`src/hdl/sbsw_pkg.sv`:
```
// Purpose: Shared constants and types for the standby, sleep and watchdog
//          supervisor.
// Assumes: A 100 MHz reference clock; speed commands in Q15 or in hertz.
// Notes:   All thresholds, detection times and watchdog intervals live here; reset values are set in the supervisor.

package sbsw_pkg;

  // ==========================================================================
  // Clock and time base
  // ==========================================================================
  localparam int CLK_MHZ = 100;
  localparam int MS_TIME_US = 1000;
  localparam int MS_CYC_DEF = MS_TIME_US * CLK_MHZ;

  // ==========================================================================
  // Speed thresholds
  // ==========================================================================
  localparam logic [15:0] Q15_FULL = 16'h7FFF;
  localparam logic [15:0] PCT1_Q15 = 16'(32767 * 1 / 100);
  localparam logic [15:0] ANA_ENTRY_Q15 = 16'(32767 * 1 / 100);
  localparam logic [15:0] ANA_EXIT_Q15 = 16'(32767 * 5 / 100);
  localparam logic [15:0] FREQ_MIN_HZ = 16'h0003;
  localparam int Q15_SHIFT = 15;

  // ==========================================================================
  // Detection times and watchdog intervals in milliseconds
  // ==========================================================================
  localparam logic [7:0] SLEEP_DET_MS = 8'h14;
  localparam logic [7:0] WAKE_DET_MS = 8'h14;
  localparam logic [13:0] WD_PIN_MS0 = 14'h0064;
  localparam logic [13:0] WD_PIN_MS1 = 14'h00C8;
  localparam logic [13:0] WD_PIN_MS2 = 14'h01F4;
  localparam logic [13:0] WD_PIN_MS3 = 14'h03E8;
  localparam logic [13:0] WD_I2C_MS0 = 14'h03E8;
  localparam logic [13:0] WD_I2C_MS1 = 14'h07D0;
  localparam logic [13:0] WD_I2C_MS2 = 14'h1388;
  localparam logic [13:0] WD_I2C_MS3 = 14'h2710;

  // ==========================================================================
  // Types
  // ==========================================================================
  typedef enum logic [1:0] {
    SRC_ANALOG = 2'h0,
    SRC_PWM = 2'h1,
    SRC_I2C = 2'h2,
    SRC_FREQ = 2'h3
  } sbsw_src_t;

  typedef enum logic [1:0] {
    ST_RUN = 2'h0,
    ST_STBY = 2'h1,
    ST_SLEEP = 2'h3
  } sbsw_state_t;

  typedef struct packed {
    sbsw_src_t speed_mode;
    logic [1:0] ref_profile_cfg;
    logic [15:0] duty_hysteresis;
    logic [15:0] input_max_freq;
    logic low_power_state_select;
  } sbsw_spd_cfg_t;

  typedef struct packed {
    logic watchdog_enable_bit;
    logic watchdog_source_select;
    logic [1:0] watchdog_timeout_select;
    logic watchdog_response_select;
  } sbsw_wdt_cfg_t;

  typedef struct packed {
    logic [15:0] entry;
    logic [15:0] exit_lvl;
  } sbsw_thr_t;

endpackage : sbsw_pkg

```
`src/hdl/sbsw_supervisor.sv`:
```
// Purpose: Standby and sleep control, latched faults, output disable and
//          external watchdog of a sensorless motor driver.
// Assumes: Speed command and fault condition come from logic on ref_clk_i;
//          the three pins are asynchronous and are synchronised here.
// Notes:   All outputs are registered fields of the state struct.
//
// How it works
// - Standby follows per-source entry and exit thresholds.
// - Analog standby at 1% entry, 5% exit.
// - PWM threshold max(1%, hysteresis), else 0%.
// - I2C threshold max(1%, hysteresis) scaled 32767, else 0%.
// - Frequency threshold scaled, never below 3Hz.
// - Pin low sleeps, pin high wakes, timed.
// - Latched fault holds until cleared and gone.
// - Output-disable pin forces all switches off.
// - Watchdog faults only while enable bit set.
// - Tickle is pin rising edge or I2C bit.
// - Fault when tickle interval exceeds timeout.
// - Response either reports or latches with Hi-Z.
// - Clear-fault bit clears latched watchdog fault.
// - Timeout sets watchdog fault status bit.
// - Timely tickle restarts the watchdog timer.
// - Source select picks pin or I2C tickles.
// - Pin timeouts 100, 200, 500, 1000ms.
// - I2C timeouts 1, 2, 5, 10s.
// - Mode bit picks sleep or standby.
// - Sleep gates supplies; standby keeps them on.

`timescale 1ns/1ps

module sbsw_supervisor
  import sbsw_pkg::*;
#(
  parameter int MS_CYC = MS_CYC_DEF
) (
  input wire logic ref_clk_i,
  input wire logic nrst_i,
  input wire sbsw_spd_cfg_t spd_cfg_i,
  input wire logic [15:0] speed_cmd_i,
  input wire logic speed_pin_i,
  input wire logic output_disable_pin_i,
  input wire logic clear_fault_bit_i,
  input wire logic fault_cond_i,
  input wire sbsw_wdt_cfg_t wdt_cfg_i,
  input wire logic watchdog_tickle_pin_i,
  input wire logic i2c_tickle_bit_i,
  output logic sw_hiz_o,
  output logic standby_o,
  output logic sleep_o,
  output logic supply_en_o,
  output logic sense_en_o,
  output logic watchdog_fault_o,
  output logic watchdog_latched_o,
  output logic fault_latched_o
);

  // ==========================================================================
  // State
  // ==========================================================================
  typedef struct packed {
    logic drv_s1;
    logic drv_s2;
    logic spd_s1;
    logic spd_s2;
    logic tck_s1;
    logic tck_s2;
    logic tck_prev;
    logic wd_en_prev;
    logic [16:0] ms_cnt;
    logic [13:0] wd_ms;
    logic [7:0] det_ms;
    sbsw_state_t state;
    logic wd_fault;
    logic wd_lat;
    logic flt_lat;
    logic hiz;
    logic stby;
    logic sleep;
    logic supply_en;
    logic sense_en;
  } sbsw_reg_t;

  sbsw_reg_t q;
  sbsw_reg_t d;
  sbsw_thr_t thr;
  logic ms_tick;
  logic tickle;
  logic en_rise;
  logic expire;
  logic use_sleep;
  logic [13:0] limit;
  sbsw_state_t low_state;

  // ==========================================================================
  // Functions
  // ==========================================================================
  function automatic logic [15:0] max16_f(input logic [15:0] a,
                                          input logic [15:0] b);
    max16_f = (a > b) ? a : b;
  endfunction : max16_f

  function automatic sbsw_thr_t thr_f(input sbsw_spd_cfg_t c);
    logic [15:0] hys;
    logic [31:0] prod;
    logic prof0;
    hys = max16_f(PCT1_Q15, c.duty_hysteresis);
    prod = 32'(hys) * 32'(c.input_max_freq);
    prof0 = (c.ref_profile_cfg == 2'h0);
    thr_f = '0;
    case (c.speed_mode)
      SRC_ANALOG: begin
        thr_f.entry = ANA_ENTRY_Q15;
        thr_f.exit_lvl = ANA_EXIT_Q15;
      end
      SRC_PWM, SRC_I2C: begin
        thr_f.entry = prof0 ? hys : 16'h0000;
        thr_f.exit_lvl = prof0 ? hys : 16'h0000;
      end
      SRC_FREQ: begin
        thr_f.entry = prof0 ?
          max16_f(FREQ_MIN_HZ, prod[Q15_SHIFT +: 16]) : FREQ_MIN_HZ;
        thr_f.exit_lvl = thr_f.entry;
      end
      default: thr_f = '0;
    endcase
  endfunction : thr_f

  function automatic logic [13:0] wd_limit_f(input logic i2c_src,
                                             input logic [1:0] sel);
    case (sel)
      2'h0: wd_limit_f = i2c_src ? WD_I2C_MS0 : WD_PIN_MS0;
      2'h1: wd_limit_f = i2c_src ? WD_I2C_MS1 : WD_PIN_MS1;
      2'h2: wd_limit_f = i2c_src ? WD_I2C_MS2 : WD_PIN_MS2;
      default: wd_limit_f = i2c_src ? WD_I2C_MS3 : WD_PIN_MS3;
    endcase
  endfunction : wd_limit_f

  // ==========================================================================
  // Next state
  // ==========================================================================
  always_comb begin
    d = q;
    d.drv_s1 = output_disable_pin_i;
    d.drv_s2 = q.drv_s1;
    d.spd_s1 = speed_pin_i;
    d.spd_s2 = q.spd_s1;
    d.tck_s1 = watchdog_tickle_pin_i;
    d.tck_s2 = q.tck_s1;
    d.tck_prev = q.tck_s2;
    d.wd_en_prev = wdt_cfg_i.watchdog_enable_bit;

    ms_tick = (q.ms_cnt == 17'(MS_CYC - 1));
    d.ms_cnt = ms_tick ? 17'h00000 : q.ms_cnt + 17'h00001;

    tickle = wdt_cfg_i.watchdog_source_select ? i2c_tickle_bit_i :
             (q.tck_s2 & ~q.tck_prev);
    en_rise = wdt_cfg_i.watchdog_enable_bit & ~q.wd_en_prev;
    limit = wd_limit_f(wdt_cfg_i.watchdog_source_select,
                       wdt_cfg_i.watchdog_timeout_select);
    expire = wdt_cfg_i.watchdog_enable_bit & ~en_rise & ~tickle &
             ms_tick & (q.wd_ms >= limit);

    if (!wdt_cfg_i.watchdog_enable_bit || en_rise || tickle || expire) begin
      d.wd_ms = 14'h0000;
    end else if (ms_tick) begin
      d.wd_ms = q.wd_ms + 14'h0001;
    end

    if (clear_fault_bit_i) begin
      d.wd_fault = 1'b0;
    end
    if (expire) begin
      d.wd_fault = 1'b1;
    end

    if (clear_fault_bit_i) begin
      d.wd_lat = 1'b0;
    end
    if (expire && wdt_cfg_i.watchdog_response_select) begin
      d.wd_lat = 1'b1;
    end

    if (clear_fault_bit_i && !fault_cond_i) begin
      d.flt_lat = 1'b0;
    end
    if (fault_cond_i) begin
      d.flt_lat = 1'b1;
    end

    thr = thr_f(spd_cfg_i);
    use_sleep = spd_cfg_i.low_power_state_select &
                ((spd_cfg_i.speed_mode == SRC_PWM) ||
                 (spd_cfg_i.speed_mode == SRC_FREQ));
    low_state = spd_cfg_i.low_power_state_select ? ST_SLEEP : ST_STBY;
    case (q.state)
      ST_RUN: begin
        if (use_sleep) begin
          if (q.spd_s2) begin
            d.det_ms = 8'h00;
          end else if (q.det_ms >= SLEEP_DET_MS) begin
            d.det_ms = 8'h00;
            d.state = ST_SLEEP;
          end else if (ms_tick) begin
            d.det_ms = q.det_ms + 8'h01;
          end
        end else if (speed_cmd_i < thr.entry) begin
          d.det_ms = 8'h00;
          d.state = low_state;
        end
      end
      ST_STBY: begin
        d.det_ms = 8'h00;
        if (speed_cmd_i > thr.exit_lvl) begin
          d.state = ST_RUN;
        end
      end
      ST_SLEEP: begin
        if (use_sleep) begin
          if (!q.spd_s2) begin
            d.det_ms = 8'h00;
          end else if (q.det_ms >= WAKE_DET_MS) begin
            d.det_ms = 8'h00;
            d.state = ST_RUN;
          end else if (ms_tick) begin
            d.det_ms = q.det_ms + 8'h01;
          end
        end else if (speed_cmd_i > thr.exit_lvl) begin
          d.det_ms = 8'h00;
          d.state = ST_RUN;
        end
      end
      default: begin
        d.det_ms = 8'h00;
        d.state = ST_RUN;
      end
    endcase

    d.stby = (d.state == ST_STBY);
    d.sleep = (d.state == ST_SLEEP);
    d.supply_en = (d.state != ST_SLEEP);
    d.sense_en = (d.state == ST_RUN);
    d.hiz = q.drv_s2 | d.flt_lat | d.wd_lat | (d.state != ST_RUN);
  end

  // ==========================================================================
  // Registers
  // ==========================================================================
  always_ff @(posedge ref_clk_i or negedge nrst_i) begin
    if (!nrst_i) begin
      q <= '0;
      q.hiz <= 1'b1;
      q.supply_en <= 1'b1;
    end else begin
      q <= d;
    end
  end

  assign sw_hiz_o = q.hiz;
  assign standby_o = q.stby;
  assign sleep_o = q.sleep;
  assign supply_en_o = q.supply_en;
  assign sense_en_o = q.sense_en;
  assign watchdog_fault_o = q.wd_fault;
  assign watchdog_latched_o = q.wd_lat;
  assign fault_latched_o = q.flt_lat;
endmodule : sbsw_supervisor

```
`config.mk`:
```
export PLATFORM = sky130hd
export DESIGN_NAME = sbsw_supervisor
export DESIGN_NICKNAME = d
export VERILOG_FILES = /design/src/hdl/sbsw_pkg.sv /design/src/hdl/sbsw_supervisor.sv
export SDC_FILE = /design/constraint.sdc
export NUM_CORES = 1
export LEC_CHECK = 0
export BUFFER_PORTS_ARGS = -buffer_cell sky130_fd_sc_hd__buf_2
export CAP_MARGIN = 10
export CORE_MARGIN = 1
export CORE_UTILIZATION = 45
export CTS_BUF_LIST = sky130_fd_sc_hd__clkbuf_8
export DETAILED_ROUTE_END_ITERATION = 10
export GPL_TIMING_DRIVEN = 0
export PLACE_DENSITY = 0.73
export SLEW_MARGIN = 20
export SYNTH_ARGS = -nofsm -noshare
export SYNTH_HDL_FRONTEND = slang
export SYNTH_SLANG_ARGS = --single-unit
```
`constraint.sdc`:
```
create_clock -name ref_clk_i -period 3.7 [get_ports ref_clk_i]
set_clock_uncertainty 0.05 [all_clocks]
set_input_delay 0.37 -clock ref_clk_i [delete_from_list [all_inputs] [get_ports ref_clk_i]]
set_output_delay 0.37 -clock ref_clk_i [all_outputs]
set_load 0.005 [all_outputs]
```
[Word-level counts from Yosys, hierarchy flattened]
Cells that the tools add are included.
Widths: inputs -> output; s select.
Storage, ports and cells
  bits in registers: 57
  bits of input ports: 66
  logic and storage cells: 110
Cells by class
  add/subtract/negate cells: 3
  multiply operators: 1
  order comparisons: 6
  equal/unequal tests: 13
  mux-type cells: 35
  bitwise operators: 14
  reduce and logical (&&, ||, !) cells: 18
Operators with widths (number)
  $pmux 32 s3: 1
  $mux 16: 4
  $mux 10: 5
  $mux 14: 3
  $pmux 14 s3: 1
  $mux 8: 4
  $mul 16x16->31: 1
  $pmux 10 s3: 1
  $add 17x1->17 const B: 1
  $eq 17x17->1 const B: 1
  $mux 17: 1
  $gt 16x16->1: 1
  $gt 2x16->1 const A: 1
  $gt 9x16->1 const A: 1
  $lt 16x16->1: 1
  $add 14x1->14 const B: 1
  $ge 14x14->1: 1
  $mux 13: 1
  $mux 2: 6
  $mux 11: 1
  $eq 2x2->1 const B: 5
  $logic_not 2->1: 5
  $add 8x1->8 const B: 1
  $eq 2x1->1 const B: 4
  other kinds (13): 38

[Logic depth before layout (Yosys ltp)]
Gate-level depths: netlist of the first run.
  depth after elaboration: 13
  mapped depth: 44

[Worst setup path before layout of the first run]
OpenSTA, ideal clock, no wires.
  path type: input-to-reg
  from: input spd_cfg_i[29] (netlist bit)
  to: register q, in the netlist standby_o
  library setup time: 0.130 ns
  arrival: 9.860 ns
  data required time: 3.520 ns
  slack: -6.340 ns
  stages: 38
  buffers on the path: 4
  cells stage by stage: clkbuf_2 -> or4_4 -> nor4_4 -> nand2_1 -> clkbuf_1 -> nand2b_1 -> clkbuf_1 -> nand2_1 -> fa_1 -> inv_1 -> fa_1 -> fa_1 -> fa_1 -> fa_1 -> inv_1 -> fa_1 -> inv_1 -> ha_1 -> [2 not listed] -> or4_1 -> a211o_1 -> a211o_1 -> and4_1 -> nor4_2 -> and3_1 -> nand2_1 -> a31oi_1 -> ha_1 -> a21o_1 -> a21oi_1 -> a21boi_0 -> nand2_1 -> a2111oi_2 -> and4_4 -> nor3_2 -> o41ai_4 -> nor2_1
RTL lines
  from (decl): RTL line sbsw_supervisor.sv:38  | input wire sbsw_spd_cfg_t spd_cfg_i,
  to (decl): RTL line sbsw_supervisor.sv:83  | sbsw_reg_t q;

[Worst setup path after layout of the first run]
  from: input spd_cfg_i[29] (netlist bit)
  to: register q[16] (netlist bit)
Between the ends
  word-level cells in the longest chain between the ends: 10
RTL lines
  $gt 9x16->1: RTL line sbsw_supervisor.sv:99  | max16_f = (a > b) ? a : b;
  $mux 16 *: RTL line sbsw_supervisor.sv:99
  $mul 16x16->31: RTL line sbsw_supervisor.sv:107  | prod = 32'(hys) * 32'(c.input_max_freq);
  $gt 2x16->1: RTL line sbsw_supervisor.sv:99
  $mux 16: RTL line sbsw_supervisor.sv:99
  $mux 16: RTL line sbsw_supervisor.sv:120  | thr_f.entry = prof0 ?
  $pmux 32 s3 *: RTL line sbsw_supervisor.sv:110  | case (c.speed_mode)
  $gt 16x16->1 / $lt 16x16->1 (equally long branches): RTL line sbsw_supervisor.sv:227, sbsw_supervisor.sv:206
  $ne 3x3->1 (no source line)
  $reduce_and 2->1 (no source line) *
Every way passes the cells marked *; elsewhere a longest branch is shown, timed or not.
A chain may end at the register's enable or synchronous reset.

==> results of run 1 <==
[cell usage in the layout, fill, tap and decap left out, types with 26 or more instances in the layout]
master,n
a21oi_1,53
ha_1,127
nand3_1,28
buf_2,66
and3_1,39
clkbuf_1,41
and2_1,84
o21ai_0,26
fa_1,186
dfrtp_1,55
nand2_1,202
nor2_1,55
inv_1,253
buf_4,61
[final cells by class]
cell class | instances | area [um2] | share of cell area (%)
multi-input combinational | 1128 | 10900 | 71.1
sequential | 57 | 1430 | 9.35
inverter | 267 | 1000 | 6.56
timing repair buffer | 134 | 873 | 5.71
tap | 378 | 473 | 3.09
buffer | 58 | 424 | 2.77
clock buffer | 10 | 138 | 0.900
clock inverter | 6 | 67.6 | 0.442
antenna | 2 | 5.00 | 0.0327
[final timing paths]
path / to / depth (start not counted)
worst min register to register: q[55]$_DFF_PN0_ / 0
worst max register to register: q[28]$_DFFE_PN0P_ / 14
worst min-delay path: sleep_o$_DFF_PN0_ / 1
max in group asynchronous: q[27]$_DFFE_PN0P_ / 1
min in group ref_clk_i: d[53]$_DFF_PN0_ / 1
worst max-delay path: q[16]$_DFFE_PN0P_ / 43
[cell families after synthesis]
logic type	count (synthesis)	synth area share, %
xor gates and xnor gates	40	2.73
AOI/OAI and AO/OA	215	11.5
buffers and inverters	331	9.73
DFF	57	11.1
adders and majority gates	334	43.7
and+or+nand+nor	539	21.2
[sequential cells by signal, indices dropped and copies added (netlist names)]
register and count:
sw_hiz_o 1, d 4, watchdog_latched_o 1, standby_o 1
sense_en_o 1, supply_en_o 1, watchdog_fault_o 1, fault_latched_o 1
q 45, sleep_o 1
[worst max-delay path, delay by kind of cell]
family	cells	cell delay (ps)
fa+ha+maj	8	3410
compound gates	11	2100
simple gates	10	1960
buf+inv	13	1560
xor+xnor	1	270
[layer usage]
metal / global-route usage, % / part of all wire [%]
met5: 0 / 0
met4: 8.66 / 3.4
met3: 3.91 / 7.3
met2: 45.6 / 49
met1: 33.5 / 40
[stage by stage]
step	util, %	TNS, ps	instances	setup slack, ps	cell area (um2)
floorplan	-	-85940	1516	-5840	13200
global placement	50.0	-120500	1962	-7530	14000
detailed placement	50.0	-116730	1962	-7560	14000
CTS	53.2	-86510	2020	-5910	14900
global route	54.7	-91390	2039	-6150	15300
finish	54.7	-85750	2040	-5820	15300
[repair_timing]
action	in CTS	in global routing
endpoints found under the setup margin	25	25
endpoints found under the hold margin	0	0
hold buffers	0	0
gates resized for setup	76	72
pin swaps	79	37
setup buffers	47	18
cloned	1	0
==> metrics.md, run 1 <==
| Metric | Value |
|---|---|
| Critical path arrival | around 9700 ps |
| Post-synth net total | between 1500 and 2000 |
| Setup violators final | 15 |
| Post-synth EDFFs | 0 |
| Root Driver | clkbuf_8 |
| Worst-path clk slew | 80 ps |
| Setup WS post-layout | -5820 ps |
| Peak fanout along the critical path | 8 |
| Critical Path End Type | register |
| Cell Area, Synth | about 0.013 mm2 |
| Row count | 61 |
| RSZ-0062 raised after global routing | yes |
| Post-synth top cells | 267 x inv_1, 213 x nand2_1, 192 x fa_1, 142 x ha_1, 88 x and2_1 |
| Routed WL | 37100 um |
| DRC viols | 0 |
| Max Cap Viol | 0 |
| # IOs | 74 |
| Reg-to-reg critical path startpoint | q[20]$_DFFE_PN0P_ |
| DRT iter0 DRCs | ~910 |
| Violations in the final reports | negative setup slack |
| Sequential area share after synthesis | roughly 11% |
| Worst-Margin Slew | 752 ps |
| Count leader, synth | inv_1 |
| Hold Worst Slack | 19.2 ps |
| Tcrit/Tclk final | 257% |
| Seq cells post-synth | 57 |
| Number of CTS-inserted buffers | 9 |
| Wire per inst | 18.2 um |
| Flop2flop setup slack | 740 ps |
| Vias per cell | 5.56 |
| Total grt overflow | 0 |
| Worst Setup Start Kind | primary input |
| Std-Cell Core Area | approximately 0.028 mm2 |
| Chip Height | 171 um |
| Pre-antenna DRT Iters | 5 |
| Die W | about 170 um |
| Syn Inst Count | 1516 |
| Final hold vios | 0 |
| Crit Path Category | in2reg |
| Cell taking the most area after synthesis | fa_1 |
| HPWL Detailed | 29100 um |
| CP startpoint | spd_cfg_i[29] |
| Initial Utilization | between 40 and 50% |
| Fillers | 2525 |
| Max clock buf depth | 2 |
| Minimum clock period after layout | ~9500 ps |
| Status | complete, but fails checks |
| Vias in the first global route | about 12000 |
| Worst rel slew slack | 49.9% |
| Vias | 11338 |
| Full die area | ~0.03 mm2 |
| Clock Latency Late Sink | 340 ps |
| Syn. warnings | 0 |
| Area grow syn2layout | 18.9% |
| Max Slew Vio Count | 0 |
| Input/output buffers | 68 |
| Worst path slowest cell | fa_1 |
| CP max stage delay | 560 ps |
| GPL Wtd Cong | 0.961 |
| Remaining antenna violation count | 0 |
| Initial antenna violation count | 3 |
| Most common flop cell mapped by yosys | dfrtp_1 |
| Gr usage total | between 20% and 30% |
| FFs w/ async S/R, synth | 100% |
| Most used cell, CP | buf_4 |
| Max frequency | 105 MHz |
| Synth top area share | approximately 30% |
| Share of layout cells above drive strength 1 | 18.9% |
| Top cells by area, synth | fa_1 30%, ha_1 14%, dfrtp_1 11%, inv_1 7.8%, nand2_1 6.2% |
| Mapped Avg Cell Area | 8.48 um2 |
| Hold crit path type | in2async |
| H-tree Lvls | 3 |
| Nets | ~2100 |
| Largest net degree at the start of global routing | 58 |
| CTS tree | done |
| Req. time, crit path | 3910 ps |
| Synth unique cells | 78 |
| Clock Sinks | between 50 and 60 |
| First-pass GRT wire length | ~60000 um |
Power of run 1 is not shown: default switching activity piles up to over one toggle a cycle in this logic, so the estimate is an artifact.
==> run 2: changes to the inputs <==
--- a/config.mk
+++ b/config.mk
@@ -12,6 +12,7 @@
 export CTS_BUF_LIST = sky130_fd_sc_hd__clkbuf_8
 export DETAILED_ROUTE_END_ITERATION = 10
 export GPL_TIMING_DRIVEN = 0
+export MAX_ROUTING_LAYER = met4
 export PLACE_DENSITY = 0.73
 export SLEW_MARGIN = 20
 export SYNTH_ARGS = -nofsm -noshare
==> metrics.md, run 2 (synthesis gave the netlist of run 1 again) <==
| Metric | Value |
|---|---|
| Final instance area | 0.0153 mm2 |
| Share of layout cells above drive strength 1 | 18.4% |
| Gr usage total | ~27% |
| Clock Latency Late Sink | 340 ps |
| Total grt overflow | 0 |
| DRT iter0 DRCs | 878 |
| Biggest register | q |
| Worst rel slew slack | 51.7% |
| GPL Wtd Cong | roughly 1 |
| R2r worst-path depth | 15 |
| Initial antenna violation count | 1 |
| Non-filler cells, final | 2039 |
| Pre-antenna DRT Iters | 6 |
| Nets | 2054 |
| Area of placed instances | around 0.014 mm2 |
| Final setup TNS | -85920 ps |
| Wire per inst | 18.3 um |
| Req. time, crit path | between 3000 and 4000 ps |
| Vias | 11362 |
| Row count | 61 |
| Minimum clock period after layout | 9520 ps |
| CTS tree | done |
| First-pass GRT wire length | approximately 60000 um |
| Max Cap Viol | 0 |
| Initial Utilization | a little under half |
| Hold Worst Slack | 23.8 ps |
| RSZ-0062 raised after global routing | yes |
| DRC viols | 0 |
| Worst path slowest cell | fa_1 |
| Most frequent cells in the layout | 258 x inv_1, 203 x nand2_1, 182 x fa_1 |
| # IOs | 74 |
| CP max stage delay | roughly 570 ps |
| Std-Cell Core Area | 0.0279 mm2 |
| Die W | 171 um |
| Area grow syn2layout | 19.0% |
| Tcrit/Tclk final | 257% |
| Number of CTS-inserted buffers | 9 |
| Setup violators final | 15 |
| Max clock buf depth | 2 |
| Vias in the first global route | 11451 |
| Worst Setup Start Kind | primary input |
| Largest net degree at the start of global routing | 58 |
| Full die area | 0.0292 mm2 |
| Max reg flops | 45 |
| Fillers | 2537 |
| Most used cell, CP | fa_1 |
| Worst-Margin Slew | a little over 700 ps |
| Peak fanout along the critical path | 10 |
| Worst-path clk slew | 70 ps |
| Root Driver | clkbuf_8 |
| Remaining antenna violation count | 0 |
| H-tree Lvls | 3 |
| Routed WL | 37300 um |
| Status | complete, but fails checks |
| Input/output buffers | 68 |
| Critical path arrival | 9680 ps |
| Vias per cell | 5.57 |
| Max Slew Vio Count | 0 |
| Placed Cells | 1962 |
| HPWL Detailed | 29300 um |
| Most common library cell in the layout ignoring fill and taps | inv_1 |
| Critical Path End Type | register |
| Final hold vios | 0 |
| Hold crit path type | in2async |
| Max frequency | 105 MHz |
| Clock Sinks | 57 |
| Crit Path Category | in2reg |
| Violations in the final reports | negative setup slack |
| Setup WS post-layout | -5820 ps |
| Chip Height | 171 um |
[run 2: changes by cell type in the layout (fill, tap and decap cells not counted), sizes merged]
cell    previous run  this run
clkbuf            66        67
inv              267       268
clkinv             3         2
buf              136       134
[run 2: timing repair]
| action | in CTS | in global routing |
|---|---|---|
| gates cloned | 1 | 1 |
| buffers inserted | 37 | 24 |
| pin swaps | 41 | 43 |
| setup endpoints to repair | 25 | 25 |
| resized for setup | 68 | 72 |
| hold buffers | 0 | 0 |
| endpoints found under the hold margin | 0 | 0 |
[run 2: per-layer routing]
metal / up-vias / routed length, um / part of all wire, % / track usage, %
met4: 0 / 1280 / 3.4 / 9.20
met1: 5640 / 15000 / 40 / 33.3
met2: 447 / 18200 / 49 / 45.4
li1: 5179 / - / - / -
met5: - / 0 / 0 / -
met3: 96 / 2770 / 7.4 / 3.86
[run 2: path summary, 6_finish.rpt]
check | startpoint | end | slack [ps]
setup / recovery | spd_cfg_i[29] | standby_o$_DFF_PN0_ | -5820
hold / removal | nrst_i | sleep_o$_DFF_PN0_ | 20
setup reg to reg | q[20]$_DFFE_PN0P_ | q[27]$_DFFE_PN0P_ | 790
hold reg to reg | d[51]$_DFF_PN0_ | d[50]$_DFF_PN0_ | 300
max in group asynchronous | nrst_i | q[15]$_DFFE_PN0P_ | 3090
min in group ref_clk_i | speed_pin_i | d[53]$_DFF_PN0_ | 90
[run 2: layout make-up]
class / count / area (um2) / share of cell area [%]
clock inverter: 6 / 58.8 / 0.384
tap: 378 / 473 / 3.09
multi-input combinational: 1128 / 10900 / 71.1
timing repair buffer: 131 / 860 / 5.62
clock buffer: 10 / 138 / 0.900
sequential: 57 / 1430 / 9.34
antenna: 2 / 5.00 / 0.0327
inverter: 267 / 1000 / 6.55
buffer: 60 / 458 / 2.99
[run 2: metrics by stage]
step                      util [%]  worst slack [ps]
after floorplan                  -             -5840
after global placement        50.0             -7590
after detailed placement      50.0             -7620
after CTS                     52.9             -5810
after global routing          54.7             -6100
final                         54.8             -5820
[run 2: worst max-delay path, delay by kind of cell]
family,cells,cell delay [ps]
buffers and inverters,9,990
and+or+nand+nor,15,2730
AOI/OAI and AO/OA,7,1820
xor gates and xnor gates,1,200
adders and majority gates,8,3520
Power of run 2 is left out for the same reason.
